==> config.mk <==
export PLATFORM = sky130hd
export DESIGN_NAME = cfgset_manager
export DESIGN_NICKNAME = d
export VERILOG_FILES = /design/src/verilog/cfgset_pkg.sv /design/src/verilog/cfgset_nv_store.sv /design/src/verilog/cfgset_manager.sv
export VERILOG_INCLUDE_DIRS = /design/src /design/src/verilog
export SDC_FILE = /design/constraint.sdc
export NUM_CORES = 1
export LEC_CHECK = 0
export BUFFER_PORTS_ARGS = -buffer_cell sky130_fd_sc_hd__buf_4
export CORE_UTILIZATION = 40
export CTS_BUF_LIST = sky130_fd_sc_hd__clkbuf_8
export DETAILED_ROUTE_END_ITERATION = 8
export PLACE_DENSITY_LB_ADDON = 0.15
export SYNTH_ARGS = -nofsm -noshare
export SYNTH_HDL_FRONTEND = slang
export SYNTH_SLANG_ARGS = --single-unit
==> constraint.sdc <==
create_clock -name I_CLK -period 4.9 [get_ports I_CLK]
set_input_delay 0 -clock I_CLK [delete_from_list [all_inputs] [get_ports I_CLK]]
set_output_delay 0 -clock I_CLK [all_outputs]
set_load 0.1 [all_outputs]
==> src/verilog/cfgset_regs.svh <==
// constants for the configuration set manager: selectors, profiles, word layout
`ifndef CFGSET_REGS_SVH
`define CFGSET_REGS_SVH

// user set selector and startup selector codes
`define CFG_SEL_DEFAULT 2'h0
`define CFG_SEL_USER1 2'h1
`define CFG_SEL_USER2 2'h2
`define CFG_SEL_USER3 2'h3

// factory profile codes for the default set selector
`define CFG_PROF_STANDARD 2'h0
`define CFG_PROF_BOOSTED 2'h1
`define CFG_PROF_SELF_ADJUST 2'h2
`define CFG_PROF_COLOR 2'h3

// word positions inside a configuration set
`define CFG_IDX_GAIN 3'h0
`define CFG_IDX_GAIN_AUTO 3'h1
`define CFG_IDX_EXP_AUTO 3'h2
`define CFG_IDX_EXPOSURE 3'h3
`define CFG_IDX_WHITE_BAL 3'h4
`define CFG_IDX_GAIN_AUTO_MAX 3'h5

// field values; gain is in tenths of a dB above the sensor minimum
`define CFG_GAIN_LOW 16'h0000
`define CFG_GAIN_6DB 16'h003c
`define CFG_GAIN_MAX 16'h00f0
`define CFG_AUTO_OFF 16'h0000
`define CFG_AUTO_CONTINUOUS 16'h0002
`define CFG_EXPOSURE_DEF 16'h0100
`define CFG_WB_NEUTRAL 16'h0000
`define CFG_WB_DAYLIGHT 16'h0001
`define CFG_WORD_ZERO 16'h0000

`endif

==> src/verilog/cfgset_pkg.sv <==
// types shared by the configuration set manager
package cfgset_pkg;
  typedef logic [1:0] set_sel_t;
  typedef logic [1:0] profile_t;
  typedef enum logic [1:0] {ST_BOOT, ST_IDLE, ST_SAVE, ST_LOAD} seq_state_t;
endpackage

==> src/verilog/cfgset_nv_store.sv <==
// non-volatile store: three user slots, default profile choice, startup choice
`timescale 1ns/1ps
`default_nettype none
`include "cfgset_regs.svh"
module cfgset_nv_store #(
  parameter int WORDS = 8,
  parameter int W = 16,
  parameter int IW = 3
) (
  input wire logic i_clk,
  input wire logic i_wr_en,
  input wire cfgset_pkg::set_sel_t i_wr_slot,
  input wire logic [IW-1:0] i_wr_idx,
  input wire logic [W-1:0] i_wr_data,
  input wire cfgset_pkg::set_sel_t i_rd_slot,
  input wire logic [IW-1:0] i_rd_idx,
  output logic [W-1:0] o_rd_data,
  input wire logic i_def_we,
  input wire cfgset_pkg::profile_t i_def_sel,
  output cfgset_pkg::profile_t o_def_sel,
  input wire logic i_start_we,
  input wire cfgset_pkg::set_sel_t i_start_sel,
  output cfgset_pkg::set_sel_t o_start_sel
);
  // nothing here sees the reset: contents model the persistent array
  logic [W-1:0] slot_mem [0:3*WORDS-1];
  cfgset_pkg::profile_t def_reg = `CFG_PROF_STANDARD;
  cfgset_pkg::set_sel_t start_reg = `CFG_SEL_DEFAULT;

  function automatic int slot_addr(input cfgset_pkg::set_sel_t slot, input logic [IW-1:0] idx);
    slot_addr = (int'(slot) - 1) * WORDS + int'(idx);
  endfunction

  initial
  begin
    for (int i = 0; i < 3 * WORDS; i++)
    begin
      slot_mem[i] = '0;
    end
  end

  always_ff @(posedge i_clk)
  begin
    if (i_wr_en && i_wr_slot != `CFG_SEL_DEFAULT)
    begin
      slot_mem[slot_addr(i_wr_slot, i_wr_idx)] <= i_wr_data;
    end
  end

  always_ff @(posedge i_clk)
  begin
    if (i_def_we)
    begin
      def_reg <= i_def_sel;
    end
  end

  always_ff @(posedge i_clk)
  begin
    if (i_start_we)
    begin
      start_reg <= i_start_sel;
    end
  end

  always_comb
  begin
    if (i_rd_slot == `CFG_SEL_DEFAULT)
    begin
      o_rd_data = '0;
    end
    else
    begin
      o_rd_data = slot_mem[slot_addr(i_rd_slot, i_rd_idx)];
    end
  end

  assign o_def_sel = def_reg;
  assign o_start_sel = start_reg;
endmodule
`default_nettype wire

==> src/verilog/cfgset_manager.sv <==
// configuration set manager: active set, save/load sequencer, startup load
// What this block does
// - active set is volatile and rebuilt after every reset
// - host parameter writes change only the active set, which drives the outputs
// - four factory profiles are constants that no host operation can overwrite
// - standard profile: low gain, all automatic functions off
// - boosted gain profile: standard but gain plus 6 dB
// - self adjust profile: auto gain and exposure continuous, gain kept minimal
// - host picks any factory profile as default; choice survives reset
// - delivered with the standard profile as default
// - three persistent user slots numbered 1 to 3
// - save copies the active set into the selected user slot
// - lookup table contents are never saved and clear on reset
// - load overwrites the active set from a user slot or the default set
// - after reset the startup set is loaded automatically
`timescale 1ns/1ps
`default_nettype none
`include "cfgset_regs.svh"
module cfgset_manager #(
  parameter int WORDS = 8,
  parameter int W = 16,
  parameter int LUT_DEPTH = 16
) (
  input wire logic I_CLK,
  input wire logic I_RST,
  input wire logic i_PARAM_WE,
  input wire logic [2:0] i_PARAM_ADDR,
  input wire logic [W-1:0] i_PARAM_WDATA,
  output logic [W-1:0] o_PARAM_RDATA,
  input wire logic i_LUT_WE,
  input wire logic [3:0] i_LUT_ADDR,
  input wire logic [W-1:0] i_LUT_WDATA,
  output logic [W-1:0] o_LUT_RDATA,
  input wire cfgset_pkg::set_sel_t i_USER_SET_SEL,
  input wire logic i_SAVE,
  input wire logic i_LOAD,
  input wire logic i_DEFAULT_SEL_WE,
  input wire cfgset_pkg::profile_t i_DEFAULT_SEL,
  input wire logic i_STARTUP_SEL_WE,
  input wire cfgset_pkg::set_sel_t i_STARTUP_SEL,
  input wire logic i_ACQ_ACTIVE,
  input wire logic i_ACQ_PENDING,
  output logic o_BUSY,
  output logic o_READY,
  output logic o_DONE,
  output logic o_REFUSED,
  output cfgset_pkg::profile_t o_DEFAULT_SEL,
  output cfgset_pkg::set_sel_t o_STARTUP_SEL,
  output logic [W-1:0] o_GAIN,
  output logic [W-1:0] o_GAIN_AUTO,
  output logic [W-1:0] o_EXPOSURE_AUTO,
  output logic [W-1:0] o_EXPOSURE,
  output logic [W-1:0] o_WHITE_BAL,
  output logic [W-1:0] o_GAIN_AUTO_MAX
);
  localparam int IW = 3;

  cfgset_pkg::seq_state_t state_reg;
  logic [IW-1:0] cnt_reg;
  cfgset_pkg::set_sel_t cmd_sel_reg;
  logic [W-1:0] active_reg [0:WORDS-1];
  logic [W-1:0] lut_reg [0:LUT_DEPTH-1];
  logic done_reg;
  logic refused_reg;
  logic [W-1:0] rdata_reg;
  logic [W-1:0] lut_rdata_reg;

  logic idle;
  logic acq_busy;
  logic save_ok;
  logic load_ok;
  logic def_ok;
  logic start_ok;
  logic refuse_next;
  logic last_word;
  cfgset_pkg::set_sel_t src_sel;
  cfgset_pkg::profile_t def_sel;
  logic [W-1:0] nv_word;
  logic [W-1:0] src_word;

  // factory profiles are fixed logic, so no write path can reach them
  function automatic logic [W-1:0] factory_word(input cfgset_pkg::profile_t prof,
                                                input logic [IW-1:0] idx);
    logic boosted;
    logic adjust;
    boosted = (prof == `CFG_PROF_BOOSTED);
    adjust = (prof == `CFG_PROF_SELF_ADJUST);
    case (idx)
      `CFG_IDX_GAIN: factory_word = boosted ? `CFG_GAIN_6DB : `CFG_GAIN_LOW;
      `CFG_IDX_GAIN_AUTO: factory_word = adjust ? `CFG_AUTO_CONTINUOUS : `CFG_AUTO_OFF;
      `CFG_IDX_EXP_AUTO: factory_word = adjust ? `CFG_AUTO_CONTINUOUS : `CFG_AUTO_OFF;
      `CFG_IDX_EXPOSURE: factory_word = `CFG_EXPOSURE_DEF;
      `CFG_IDX_WHITE_BAL:
        factory_word = (prof == `CFG_PROF_COLOR) ? `CFG_WB_DAYLIGHT : `CFG_WB_NEUTRAL;
      `CFG_IDX_GAIN_AUTO_MAX: factory_word = adjust ? `CFG_GAIN_LOW : `CFG_GAIN_MAX;
      default: factory_word = `CFG_WORD_ZERO;
    endcase
  endfunction

  assign idle = (state_reg == cfgset_pkg::ST_IDLE);
  assign acq_busy = i_ACQ_ACTIVE | i_ACQ_PENDING;
  // save wins if both commands arrive together
  assign save_ok = idle && i_SAVE && (i_USER_SET_SEL != `CFG_SEL_DEFAULT);
  assign load_ok = idle && i_LOAD && !i_SAVE && !acq_busy;
  assign def_ok = idle && i_DEFAULT_SEL_WE && !acq_busy;
  assign start_ok = idle && i_STARTUP_SEL_WE;
  assign refuse_next = (i_SAVE && !save_ok) || (i_LOAD && !i_SAVE && !load_ok)
                       || (i_DEFAULT_SEL_WE && !def_ok);
  assign last_word = (cnt_reg == IW'(WORDS - 1));
  assign src_sel = (state_reg == cfgset_pkg::ST_BOOT) ? o_STARTUP_SEL : cmd_sel_reg;

  cfgset_nv_store #(
    .WORDS(WORDS),
    .W(W),
    .IW(IW)
  ) u_nv (
    .i_clk(I_CLK),
    .i_wr_en(state_reg == cfgset_pkg::ST_SAVE),
    .i_wr_slot(cmd_sel_reg),
    .i_wr_idx(cnt_reg),
    .i_wr_data(active_reg[cnt_reg]),
    .i_rd_slot(src_sel),
    .i_rd_idx(cnt_reg),
    .o_rd_data(nv_word),
    .i_def_we(def_ok),
    .i_def_sel(i_DEFAULT_SEL),
    .o_def_sel(def_sel),
    .i_start_we(start_ok),
    .i_start_sel(i_STARTUP_SEL),
    .o_start_sel(o_STARTUP_SEL)
  );

  assign src_word = (src_sel == `CFG_SEL_DEFAULT) ? factory_word(def_sel, cnt_reg) : nv_word;

  // sequencer: reset always restarts with the startup load
  always_ff @(posedge I_CLK)
  begin
    if (I_RST)
    begin
      state_reg <= cfgset_pkg::ST_BOOT;
    end
    else
    begin
      case (state_reg)
        cfgset_pkg::ST_BOOT:
          state_reg <= last_word ? cfgset_pkg::ST_IDLE : cfgset_pkg::ST_BOOT;
        cfgset_pkg::ST_IDLE:
        begin
          if (save_ok)
          begin
            state_reg <= cfgset_pkg::ST_SAVE;
          end
          else if (load_ok)
          begin
            state_reg <= cfgset_pkg::ST_LOAD;
          end
        end
        cfgset_pkg::ST_SAVE:
          state_reg <= last_word ? cfgset_pkg::ST_IDLE : cfgset_pkg::ST_SAVE;
        cfgset_pkg::ST_LOAD:
          state_reg <= last_word ? cfgset_pkg::ST_IDLE : cfgset_pkg::ST_LOAD;
        default:
          state_reg <= cfgset_pkg::ST_BOOT;
      endcase
    end
  end

  always_ff @(posedge I_CLK)
  begin
    if (I_RST || idle)
    begin
      cnt_reg <= '0;
    end
    else
    begin
      cnt_reg <= cnt_reg + IW'(1);
    end
  end

  // selector is latched so a change mid-copy cannot split the set
  always_ff @(posedge I_CLK)
  begin
    if (I_RST)
    begin
      cmd_sel_reg <= `CFG_SEL_DEFAULT;
    end
    else if (save_ok || load_ok)
    begin
      cmd_sel_reg <= i_USER_SET_SEL;
    end
  end

  // active set: the sequencer owns it while copying, the host otherwise
  always_ff @(posedge I_CLK)
  begin
    if (state_reg == cfgset_pkg::ST_BOOT || state_reg == cfgset_pkg::ST_LOAD)
    begin
      active_reg[cnt_reg] <= src_word;
    end
    else if (idle && i_PARAM_WE && (int'(i_PARAM_ADDR) < WORDS))
    begin
      active_reg[i_PARAM_ADDR] <= i_PARAM_WDATA;
    end
  end

  // lookup table sits outside every set and is wiped by reset
  always_ff @(posedge I_CLK)
  begin
    if (I_RST)
    begin
      for (int i = 0; i < LUT_DEPTH; i++)
      begin
        lut_reg[i] <= '0;
      end
    end
    else if (o_READY && i_LUT_WE)
    begin
      lut_reg[i_LUT_ADDR] <= i_LUT_WDATA;
    end
  end

  always_ff @(posedge I_CLK)
  begin
    if (I_RST)
    begin
      done_reg <= 1'b0;
      refused_reg <= 1'b0;
    end
    else
    begin
      done_reg <= last_word && (state_reg == cfgset_pkg::ST_SAVE
                                || state_reg == cfgset_pkg::ST_LOAD);
      refused_reg <= refuse_next;
    end
  end

  always_ff @(posedge I_CLK)
  begin
    if (I_RST)
    begin
      rdata_reg <= '0;
      lut_rdata_reg <= '0;
    end
    else
    begin
      rdata_reg <= (int'(i_PARAM_ADDR) < WORDS) ? active_reg[i_PARAM_ADDR] : '0;
      lut_rdata_reg <= lut_reg[i_LUT_ADDR];
    end
  end

  assign o_PARAM_RDATA = rdata_reg;
  assign o_LUT_RDATA = lut_rdata_reg;
  assign o_BUSY = !idle;
  assign o_READY = (state_reg != cfgset_pkg::ST_BOOT);
  assign o_DONE = done_reg;
  assign o_REFUSED = refused_reg;
  assign o_DEFAULT_SEL = def_sel;
  assign o_GAIN = active_reg[`CFG_IDX_GAIN];
  assign o_GAIN_AUTO = active_reg[`CFG_IDX_GAIN_AUTO];
  assign o_EXPOSURE_AUTO = active_reg[`CFG_IDX_EXP_AUTO];
  assign o_EXPOSURE = active_reg[`CFG_IDX_EXPOSURE];
  assign o_WHITE_BAL = active_reg[`CFG_IDX_WHITE_BAL];
  assign o_GAIN_AUTO_MAX = active_reg[`CFG_IDX_GAIN_AUTO_MAX];

  property p_save_runs;
    @(posedge I_CLK) disable iff (I_RST)
    save_ok |=> o_BUSY [*8] ##1 (o_DONE && !o_BUSY);
  endproperty
  a_save_runs: assert property (p_save_runs) else $error("save did not finish in 8 cycles");

  property p_load_refused;
    @(posedge I_CLK) disable iff (I_RST)
    (idle && i_LOAD && !i_SAVE && acq_busy) |=> (o_REFUSED && !o_BUSY);
  endproperty
  a_load_refused: assert property (p_load_refused) else $error("load taken during acquisition");

  property p_def_hold;
    @(posedge I_CLK) disable iff (I_RST)
    (i_DEFAULT_SEL_WE && acq_busy) |=> $stable(o_DEFAULT_SEL);
  endproperty
  a_def_hold: assert property (p_def_hold) else $error("default changed during acquisition");

  property p_def_take;
    @(posedge I_CLK) disable iff (I_RST)
    def_ok |=> (o_DEFAULT_SEL == $past(i_DEFAULT_SEL));
  endproperty
  a_def_take: assert property (p_def_take) else $error("default choice not stored");

  property p_save_default;
    @(posedge I_CLK) disable iff (I_RST)
    (idle && i_SAVE && i_USER_SET_SEL == `CFG_SEL_DEFAULT) |=> (o_REFUSED && !o_BUSY);
  endproperty
  a_save_default: assert property (p_save_default) else $error("save to default accepted");

  property p_boot;
    @(posedge I_CLK)
    $fell(I_RST) |-> !o_READY [*8] ##1 o_READY;
  endproperty
  a_boot: assert property (p_boot) else $error("startup load length wrong");

  property p_host_write;
    @(posedge I_CLK) disable iff (I_RST)
    (idle && i_PARAM_WE && i_PARAM_ADDR == `CFG_IDX_GAIN) |=> (o_GAIN == $past(i_PARAM_WDATA));
  endproperty
  a_host_write: assert property (p_host_write) else $error("gain write lost");

  property p_start_take;
    @(posedge I_CLK) disable iff (I_RST)
    start_ok |=> (o_STARTUP_SEL == $past(i_STARTUP_SEL));
  endproperty
  a_start_take: assert property (p_start_take) else $error("startup choice not stored");

  property p_busy_refuse;
    @(posedge I_CLK) disable iff (I_RST)
    (o_BUSY && o_READY && (i_LOAD || i_SAVE)) |=> o_REFUSED;
  endproperty
  a_busy_refuse: assert property (p_busy_refuse) else $error("command during copy not refused");
endmodule
`default_nettype wire

* Word level (Yosys, flattened, before mapping)
Memories as Yosys holds them, arrays and structs flattened. A register that Yosys moved wholly into a read port is not among the register bits.
Index checks and enable logic that the tools add are counted.
** Word-level totals
- Bits in registers :: 13
- RAM bits :: 768
- Input bits :: 55
- Output and inout port bits :: 136
- Logic and storage cells :: 98
- Memories kept :: 3
** Operators by class
- $add $sub $neg :: 5
- Eq/ne operators :: 13
- Muxes and demuxes :: 32
- Bitwise gates (word level) :: 1
- Reductions and logical operators :: 37
** Memories
- u_nv.slot_mem :: words 24, width 16, read ports 1, clocked after memory_dff 0, write ports 1, RTL line cfgset_nv_store.sv:26 : logic [W-1:0] slot_mem [0:3*WORDS-1];
- lut_reg :: words 16, width 16, read ports 1, clocked after memory_dff 1, write ports 16, RTL line cfgset_manager.sv:62 : logic [W-1:0] lut_reg [0:LUT_DEPTH-1];
- active_reg :: words 8, width 16, read ports 8, clocked after memory_dff 2, write ports 1, RTL line cfgset_manager.sv:61 : logic [W-1:0] active_reg [0:WORDS-1];
** Operator list (number)
- 16-bit 2-to-1 mux :: 3
- 9-bit one-hot mux with 5 select lines :: 1
- 16-bit OR reduction :: 2
- 1-bit logical AND :: 16
- 1-bit 2-to-1 mux :: 16
- 2-bit 2-to-1 mux :: 6
- 5-bit by 4-bit adder with 5-bit output :: 2
- 3-bit == test, second input constant :: 3
- 2-bit == test, second input constant :: 4
- 8-bit 2-to-1 mux :: 1
- 2-bit one-hot mux with 4 select lines :: 1
- 3-bit by 2-bit == test with 1-bit output, second input constant :: 2
- 1-bit logical NOT :: 6
- 1-bit logical OR :: 6
- 3-bit 2-to-1 mux :: 2
- 6-bit 2-to-1 mux :: 1
- 2-bit nonzero test :: 3
- 2-bit by 1-bit == test with 1-bit output, second input constant :: 2
- 2-bit logical NOT :: 2
- 4-bit 2-to-1 mux :: 1
- 2-bit by 1-bit subtractor with 2-bit output, second input constant :: 2
- 3-bit by 1-bit adder with 3-bit output, second input constant :: 1
- 3-bit by 1-bit == test with 1-bit output, second input constant :: 1
- 3-bit logical NOT :: 1
- other kinds (3) :: 3

* Logic depth before layout (Yosys ltp)
Gate-level depths: netlist of run 1.
- Word-level depth :: 8
- Depth in mapped cells :: 11
- Gate-level depth less buffers :: 10

* Modules after synthesis
Synthesis of run 1 repeated with hierarchy kept, for this count alone.
** Second synthesis, totals
- Cells, all modules :: 2002
- Area total of the unflattened synthesis :: 34190.3 um^2
** By module, submodules not included
- cfgset_manager :: times used 1, cells each 1253, area each 19100.8 um^2, seq. area each 12351.8 um^2
- cfgset_nv_store :: times used 1, cells each 749, area each 15089.5 um^2, seq. area each 11651.2 um^2

* Worst setup path before layout of run 1
No wires, ideal clock.
- Kind :: register to register
- Start :: register u_nv.start_reg[0] (netlist: u_nv.o_start_sel[0])
- End :: memory active_reg[0][2] (data pin)
- Setup time :: 0.287 ns
- Arrival time :: 2.942 ns
- Data required time :: 4.613 ns
- Setup slack :: 1.670 ns
- Cell stages (with the launch flop) :: 9
- Buffers on the path :: 1
- Period minus slack after synthesis :: 3.230 ns
- Cell sequence :: edfxtp_1 mux2_1 clkinv_1 ha_1 buf_2 or3_1 nor2_1 a221o_1 a2111o_1
** On the way
- Cells in the longest elaborated chain, start to end :: 6
- Elaborated cells between the ends (all ways) :: 7
- Classes of those cells :: 2 x add/sub; 3 x mux; 1 x reduce/logical; 1 x memory
** Ends and longest elaborated chain
- start: declaration :: RTL line cfgset_nv_store.sv:28 : cfgset_pkg::set_sel_t start_reg = `CFG_SEL_DEFAULT;
- start signal: assignment :: RTL line cfgset_nv_store.sv:62 : start_reg <= i_start_sel;
- 2-bit 2-to-1 mux (*) :: RTL line cfgset_manager.sv:110 : assign src_sel = (state_reg == cfgset_pkg::ST_BOOT) ? o_STARTUP_SEL : cmd_sel_reg;
- 2-bit by 1-bit subtractor with 2-bit output :: RTL line cfgset_nv_store.sv:31 : slot_addr = (int'(slot) - 1) * WORDS + int'(idx);
- 5-bit by 4-bit adder with 5-bit output :: RTL line cfgset_nv_store.sv:31
- memory read 24 x 16 bit
- 16-bit 2-to-1 mux (*) :: RTL line cfgset_manager.sv:133 : assign src_word = (src_sel == `CFG_SEL_DEFAULT) ? factory_word(def_sel, cnt_reg) : nv_word;
- 16-bit 2-to-1 mux (no source line) (*)
- end: declaration :: RTL line cfgset_manager.sv:61
Mark *: on every way between the ends. The rest lies on a longest branch, timed or not.

* Final worst setup path of run 1
- Start :: register state_reg[0]
- End :: memory active_reg[2][3] (data pin)
** On the way
- Cells in the longest elaborated chain, start to end :: 7
- Elaborated cells between the ends (all ways) :: 16
- Classes of those cells :: 2 x add/sub; 2 x eq/ne; 6 x mux; 5 x reduce/logical; 1 x memory
** Ends and longest elaborated chain
- start: declaration :: RTL line cfgset_manager.sv:58 : cfgset_pkg::seq_state_t state_reg;
- start signal: assignment :: RTL line cfgset_manager.sv:140 : state_reg <= cfgset_pkg::ST_BOOT;
- start signal: assignment :: RTL line cfgset_manager.sv:146 : state_reg <= last_word ? cfgset_pkg::ST_IDLE : cfgset_pkg::ST_BOOT;
- start signal: assignment :: RTL line cfgset_manager.sv:151 : state_reg <= cfgset_pkg::ST_SAVE;
- 2-bit logical NOT or 2-bit by 1-bit == test with 1-bit output (tied branches) :: RTL line cfgset_manager.sv:110, cfgset_manager.sv:196, cfgset_manager.sv:100
- 2-bit 2-to-1 mux or 1-bit logical AND (tied branches) :: RTL line cfgset_manager.sv:110, cfgset_manager.sv:200
- 2-bit by 1-bit subtractor with 2-bit output or 1-bit 2-to-1 mux (tied branches) :: RTL line cfgset_nv_store.sv:31, cfgset_manager.sv:200
- 5-bit by 4-bit adder with 5-bit output or 1-bit 2-to-1 mux (tied branches) :: RTL line cfgset_nv_store.sv:31, cfgset_manager.sv:196
- memory read 24 x 16 bit or 1-bit 2-to-1 mux (tied branches)
- 16-bit 2-to-1 mux or 16-bit OR reduction (tied branches)
- 16-bit 2-to-1 mux (no source line) (*)
Marks and branches as above.

==> results.yml, run 1 <==
clocking:
  cts_sinks: 813
  root_buffer: "clkbuf_8"
  post_cts_resized: 0
  hold_buffers: 61
  htree_levels: 4
  clk_pin_slew_ns: 0.06
  cts_tree: "done"
  insertion_delay_ns: 0.79
  cts_setup_buffers: 0
  numCtsBuffers: 138
  cts_max_path_buffers: 3
floorplan:
  rows: 106
  fp.dieW_um: 292.7
  core_um2: 83690
  die_h_um: 292.7
  start_util: 0.4039
  io_pins: 191
  dieArea_um2: 85670
routing:
  finalWirelength_um: 96100
  drc: 0
  routedWlPerCell_um: 28.07
  via_per_inst: 5.482
  dr_total_vias: 18766
  drt-initial-drc-count: 2067
  drtPass1Iterations: 5
  drtAntennaViolNets: 0
sta:
  finalSetupTns_ns: 0
  rsz0062_at_grt: "false"
  finalSetupViolCount: 0
  finalHoldViolCount: 0
  period_needed_ns: 3.864
  fmax_mhz: 258.8
  worst_hold_slack_ns: 0.1351
  timing_max_transition_violations_final: 0
  worstMarginPinSlew_ns: 1.346
  fin_worst_skew_ns: 0.04270
  finalCritPeriodShare: 0.7886
  max_slew_margin: 0.09338
pwr:
  p_leak_nw: 13.94
  peakVddDrop_mv: 0.2090
  power_density_nw_per_um2: 396.2
  power.total_w: 0.01584
  power_frac_comb: 0.120
  power_switching_share: 0.2733
  pwr-share-clk: 0.371
  internal_power_w: 0.01151
  switchingPower_w: 0.004329
  seqPwrFrac: 0.509
synth:
  synthesis.nets: 1906
  synth_most_common_cell: "edfxtp_1"
  syn_area_um2: 33800
  synth_cell_types: 51
  netlist.area_leader.share: 0.6858
  ys_seq_elements: 813
  synth_top_cell_by_area: "edfxtp_1"
  synth_edf_count: 772
  ys_top_cells_by_count: "edfxtp_1 (772), and2_1 (263), mux4_2 (235), nand2_1 (109), clkbuf_1 (73)"
  seq_area_frac_synth: 0.7101
  synth_area_leaders: "edfxtp_1 (69%), mux4_2 (16%), and2_1 (4.9%), dfxtp_1 (2.4%), nand2_1 (1.2%)"
  syn_avg_cell_area_um2: 18.37
  async_flop_share: 0
  synth-main-ff-cell: "edfxtp_1"
  yosys_warnings: 0
  synth_cells: 1840
setup_path:
  cp.required_ns: 5.28
  worst_path_max_delay_cell: "o21ai_0"
  crit_fanout: 10
  critPathMaxStageDelay_ns: 1.07
  crit_path_end_kind: "register"
  path_common_cell: "ha_1"
  crit_path_start_kind: "register"
  cp_cell_sequence: "inv_1 -> ha_1 -> mux2_1 -> clkinv_1 -> ha_1 -> nand2b_1 -> o221ai_1 -> o21ai_0"
  cp.arrival_ns: 4.24
  crit_type: "reg -> reg"
layout:
  utilization: 0.4778
  num-nets-final: 2239
  fin_area_um2: 39990
  synthToLayoutAreaGrowth_pct: 18.30
  largest_reg_flops: 384
  drive_gt1_frac: 0.3122
worst_hold_path:
  hp-class: "in -> reg"
placement:
  placed_area_um2: 36690
  globalplace.congestion: 0.8962
  dpl.hpwl_um: 59010
  numPortBuffers: 190
grt:
  antenna_found_initial: 3
  grt_use_total: 0.2271
  overflow: 0
  grt_max_degree: 47
  grt_pass1_vias: 19279
  grt_first_pass_wirelength_um: 137100
run:
  drv_cap: 0
run_status:
  run_status: "completed"
layout make-up:
type / count / area [µm²]
fillers: 7089 / 43700
flip-flops and latches: 813 / 24010
multi-input cells: 896 / 9289
repair buffers: 313 / 2540
clock buffers: 145 / 1996
well taps: 1134 / 1419
clock inverters: 106 / 676.9
inverters: 11 / 41.29
diodes: 5 / 12.51
cells in the final DEF (no fill, tap or decap), types with 6 or more instances in the layout:
cell type	Yosys	final
o22ai_1	6	6
a31oi_1	11	11
clkinv_1	2	31
clkbuf_8	0	145
and2_1	263	263
ha_1	11	11
mux2i_1	22	22
o21ai_0	8	8
nor3_1	15	15
nand2b_1	7	7
dfxtp_1	41	38
clkinv_2	0	11
mux4_2	235	235
edfxtp_1	772	772
inv_1	8	55
nor2_2	0	28
o221ai_1	7	7
nand2_1	109	109
a21oi_1	32	32
buf_4	6	249
nor2_1	62	34
dlygate4sd3_1	0	61
or2_2	17	17
a221oi_1	6	6
nor2b_1	21	21
and3_1	6	6
clkinv_8	0	7
nand3_1	14	14
power by group through the flow:
| stage | logic (W) | registers [W] | clock network, W |
|---|---|---|---|
| 6_report | 0.00190 | 0.00807 | 0.00588 |
| 5_1_grt | 0.00198 | 0.00809 | 0.00630 |
| 4_1_cts | 0.00191 | 0.00808 | 0.00601 |
| 3_5_place_dp | 0.00187 | 0.00822 | 0 |
| 3_3_place_gp | 0.00185 | 0.00821 | 0 |
| 2_1_floorplan | 0.000755 | 0.00863 | 0 |
worst paths after layout:
kind / startpoint / end / slack [ns] / cells past startpoint
worst min-delay path: i_STARTUP_SEL_WE / u_nv.o_start_sel[1] / 0.14 / 3
worst max-delay path: state_reg[0] / active_reg[2][3] / 1.04 / 8
worst max register to register: state_reg[0] / active_reg[2][3] / 1.04 / 8
worst min register to register: state_reg[1] / state_reg[1] / 0.58 / 1
critical path: cells and delay by family (launching register included):
family	cells	cell delay, ns
muxes	1	0.28
and+or+nand+nor	1	0.32
buffers and inverters	2	0.35
AOI/OAI and AO/OA	2	1.28
DFF	1	0.41
adders and majority gates	2	0.82
per-layer routing:
layer  part of all wire  GRT usage
met1               0.43     0.3228
met2               0.46     0.3463
met3              0.080    0.05175
met4              0.026    0.07458
met5                  0          0
logic make-up after synthesis:
group | count (synthesis) | synth area share
DFF | 813 | 0.7101
buffers and inverters | 131 | 0.01714
AOI/OAI and AO/OA | 102 | 0.02080
and+or+nand+nor | 523 | 0.08332
adders and majority gates | 11 | 0.004072
muxes | 260 | 0.1645
through the flow:
stage / cells / setup slack [ns]
4_1_cts: 3418 / 1.238
5_1_grt: 3421 / 0.8074
3_3_place_gp: 3106 / 1.431
3_5_place_dp: 3106 / 1.236
2_1_floorplan: 1840 / 1.670
6_report: 3423 / 1.036
Power figures use the tool's default switching activity.
==> run 2, diff against run 1 <==
--- a/config.mk
+++ b/config.mk
@@ -6,6 +6,7 @@
 export SDC_FILE = /design/constraint.sdc
 export NUM_CORES = 1
 export LEC_CHECK = 0
+export ABC_AREA = 1
 export BUFFER_PORTS_ARGS = -buffer_cell sky130_fd_sc_hd__buf_4
 export CORE_UTILIZATION = 40
 export CTS_BUF_LIST = sky130_fd_sc_hd__clkbuf_8
==> constraint.sdc (replaced) <==
create_clock -name I_CLK -period 3.75 [get_ports I_CLK]
set_input_delay 0 -clock I_CLK [delete_from_list [all_inputs] [get_ports I_CLK]]
set_output_delay 0 -clock I_CLK [all_outputs]
set_load 0.1 [all_outputs]
==> results.yml, run 2 <==
run_status:
  run_status: "completed"
sta:
  fmax_mhz: 328.7
  timing_max_transition_violations_final: 0
  fin_worst_skew_ns: 0.04499
  finalSetupViolCount: 0
  period_needed_ns: 3.042
  finalHoldViolCount: 0
  setup_ws_ns: 0.7077
  rsz0062_at_grt: "false"
  worstMarginPinSlew_ns: 1.101
  max_slew_margin: 0.2651
  finalCritPeriodShare: 0.8113
  finalSetupTns_ns: 0
setup_path:
  crit_fanout: 17
  cp.arrival_ns: 3.44
  cp.required_ns: 4.15
  crit_path_start_kind: "register"
  crit_path_end_kind: "register"
  rrSetupSlack_ns: 0.71
  endpoint: "lut_reg[11][5]"
  reg2reg_depth: 7
  crit_type: "reg -> reg"
  critPathMaxStageDelay_ns: 0.75
  r2r_start: "state_reg[0]"
  r2r-end: "lut_reg[11][5]"
  worst_path_max_delay_cell: "nand2_1"
  cp_cell_sequence: "inv_1 -> ha_1 -> inv_2 -> nand3_4 -> nor2_2 -> nand2_1 -> nand2_1"
  path_common_cell: "nand2_1"
  cp-startpoint: "state_reg[0]"
layout:
  fillerInstances: 7591
  drive_gt1_frac: 0.1538
  largest_reg_flops: 384
  num-nets-final: 3342
  layout_commonest_cell: "edfxtp_1"
  layout_common_cells: "edfxtp_1 (772), nand2_1 (532), nor2_1 (432)"
  synthToLayoutAreaGrowth_pct: 17.76
grt:
  overflow: 0
  grt_use_total: 0.2469
  grt_pass1_vias: 24228
  antenna_found_initial: 2
  grt_max_degree: 176
  grt_first_pass_wirelength_um: 156900
placement:
  globalplace.congestion: 0.9167
  dpl.hpwl_um: 66670
  place_ws_ns: 0.7889
  numPortBuffers: 190
floorplan:
  fp.dieW_um: 294.6
  io_pins: 191
  die_h_um: 294.6
  start_util: 0.4066
  core_um2: 84220
  dieArea_um2: 86790
  rows: 106
clocking:
  clk_pin_slew_ns: 0.06
  post_cts_resized: 0
  root_buffer: "clkbuf_8"
  insertion_delay_ns: 0.80
  cts_sinks: 813
  cts_tree: "done"
  cts_max_path_buffers: 3
  numCtsBuffers: 141
  cts_setup_buffers: 0
  htree_levels: 4
synth:
  synth_edf_count: 772
  yosys_warnings: 0
  synth-main-ff-cell: "edfxtp_1"
  synth_most_common_cell: "edfxtp_1"
  synthesis.nets: 3055
  synth_cell_types: 37
  synth_top_cell_by_area: "edfxtp_1"
  ys_seq_elements: 813
  synth_area_leaders: "edfxtp_1 (68%), nand2_1 (5.8%), nor2_1 (4.9%), nand3_1 (3.4%), o21ai_0 (3.0%)"
  seq_area_frac_synth: 0.7009
  synth_cells: 2989
  async_flop_share: 0
  syn_area_um2: 34250
  netlist.area_leader.share: 0.6769
  ys_top_cells_by_count: "edfxtp_1 (772), nand2_1 (532), nor2_1 (450), nand3_1 (230), o21ai_0 (208)"
  syn_avg_cell_area_um2: 11.46
routing:
  drtPass1Iterations: 6
  finalWirelength_um: 107000
  drc: 0
  routedWlPerCell_um: 23.69
  drtAntennaViolNets: 0
  dr_total_vias: 24577
  via_per_inst: 5.441
  drt-initial-drc-count: 2381
pwr:
  p_leak_nw: 15.24
  peakVddDrop_mv: 0.2810
  power_density_nw_per_um2: 514.1
worst_hold_path:
  hp-class: "in -> reg"
run:
  drv_cap: 0
==> run 2: cell count changes in the layout (fill, tap and decap cells not counted), sizes merged, moves of 23 or more <==
cell    change
o211ai     +73
and2      -254
nand3     +217
buf        +23
a22oi     +123
inv       +149
nand2     +435
a21oi      +44
mux4      -236
nor2      +392
o21ai     +220
==> run 2: power by group <==
group | total, W | internal [W] | switching [W]
clock | 0.00752 | 0.00380 | 0.00373
sequential | 0.0105 | 0.0104 | 0.000117
combinational | 0.00269 | 0.000595 | 0.00210
total | 0.0207 | 0.0148 | 0.00594
==> run 2: through the flow <==
step	hold WS, ns	instances	cell area [µm²]	utilization	power (W)
5_1_grt	0.02841	4517	40330	0.4788	0.02144
6_report	0.06988	4517	40330	0.4788	0.02073
4_1_cts	0.002429	4515	40320	0.4788	0.02089
3_5_place_dp	0.1794	4197	37020	0.4396	0.01334
2_1_floorplan	0.07802	2989	34250	-	0.01233
3_3_place_gp	0.1817	4197	37020	0.4396	0.01331
==> run 2: worst min path at each step <==
| stage | start | end | slack [ns] | cells past startpoint |
|---|---|---|---|---|
| global placement | i_DEFAULT_SEL[1] | u_nv.o_def_sel[1] | 0.18 | 1 |
| finish | i_STARTUP_SEL[1] | u_nv.o_start_sel[1] | 0.07 | 2 |
| CTS | i_STARTUP_SEL[1] | u_nv.o_start_sel[1] | 0.002 | 2 |
| detailed placement | i_DEFAULT_SEL[1] | u_nv.o_def_sel[1] | 0.18 | 1 |
| floorplan | I_RST | state_reg[1] | 0.08 | 1 |
| global route | i_STARTUP_SEL[1] | u_nv.o_start_sel[1] | 0.03 | 2 |
==> run 2: cells by family after synthesis <==
| logic type | share of synthesized area |
|---|---|
| AND/OR/NAND/NOR | 0.1504 |
| flip-flops | 0.7009 |
| AO/OA/AOI/OAI | 0.09879 |
| buffers and inverters | 0.04589 |
| adder cells (fa/ha/maj) | 0.004019 |
==> run 2: layer usage <==
metal	part of all wire	GRT usage
met1	0.40	0.3083
met2	0.49	0.4186
met3	0.076	0.05128
met4	0.032	0.09693
met5	0	0
==> run 2: area by class of cell <==
cell class / instances / area (µm²) / area share
clock inverter: 99 / 551.8 / 0.01368
multi-input combinational: 1823 / 8847 / 0.2194
clock buffer: 149 / 2051 / 0.05085
timing repair buffer: 345 / 2865 / 0.07105
tap: 1134 / 1419 / 0.03518
antenna: 2 / 5.005 / 0.0001241
sequential: 813 / 24010 / 0.5954
inverter: 152 / 576.8 / 0.01430
==> run 2: repair_timing <==
action / CTS / global route
endpoints found under the setup margin: 0 / 0
endpoints found under the hold margin: 488 / 0
hold buffers: 70 / 0
==> run 2: critical path: cells and delay by family (launching register included) <==
family                   cells  cell delay (ns)
AND/OR/NAND/NOR              4             1.60
flip-flops                   1             0.41
buffers and inverters        2             0.33
adder cells (fa/ha/maj)      1             0.29
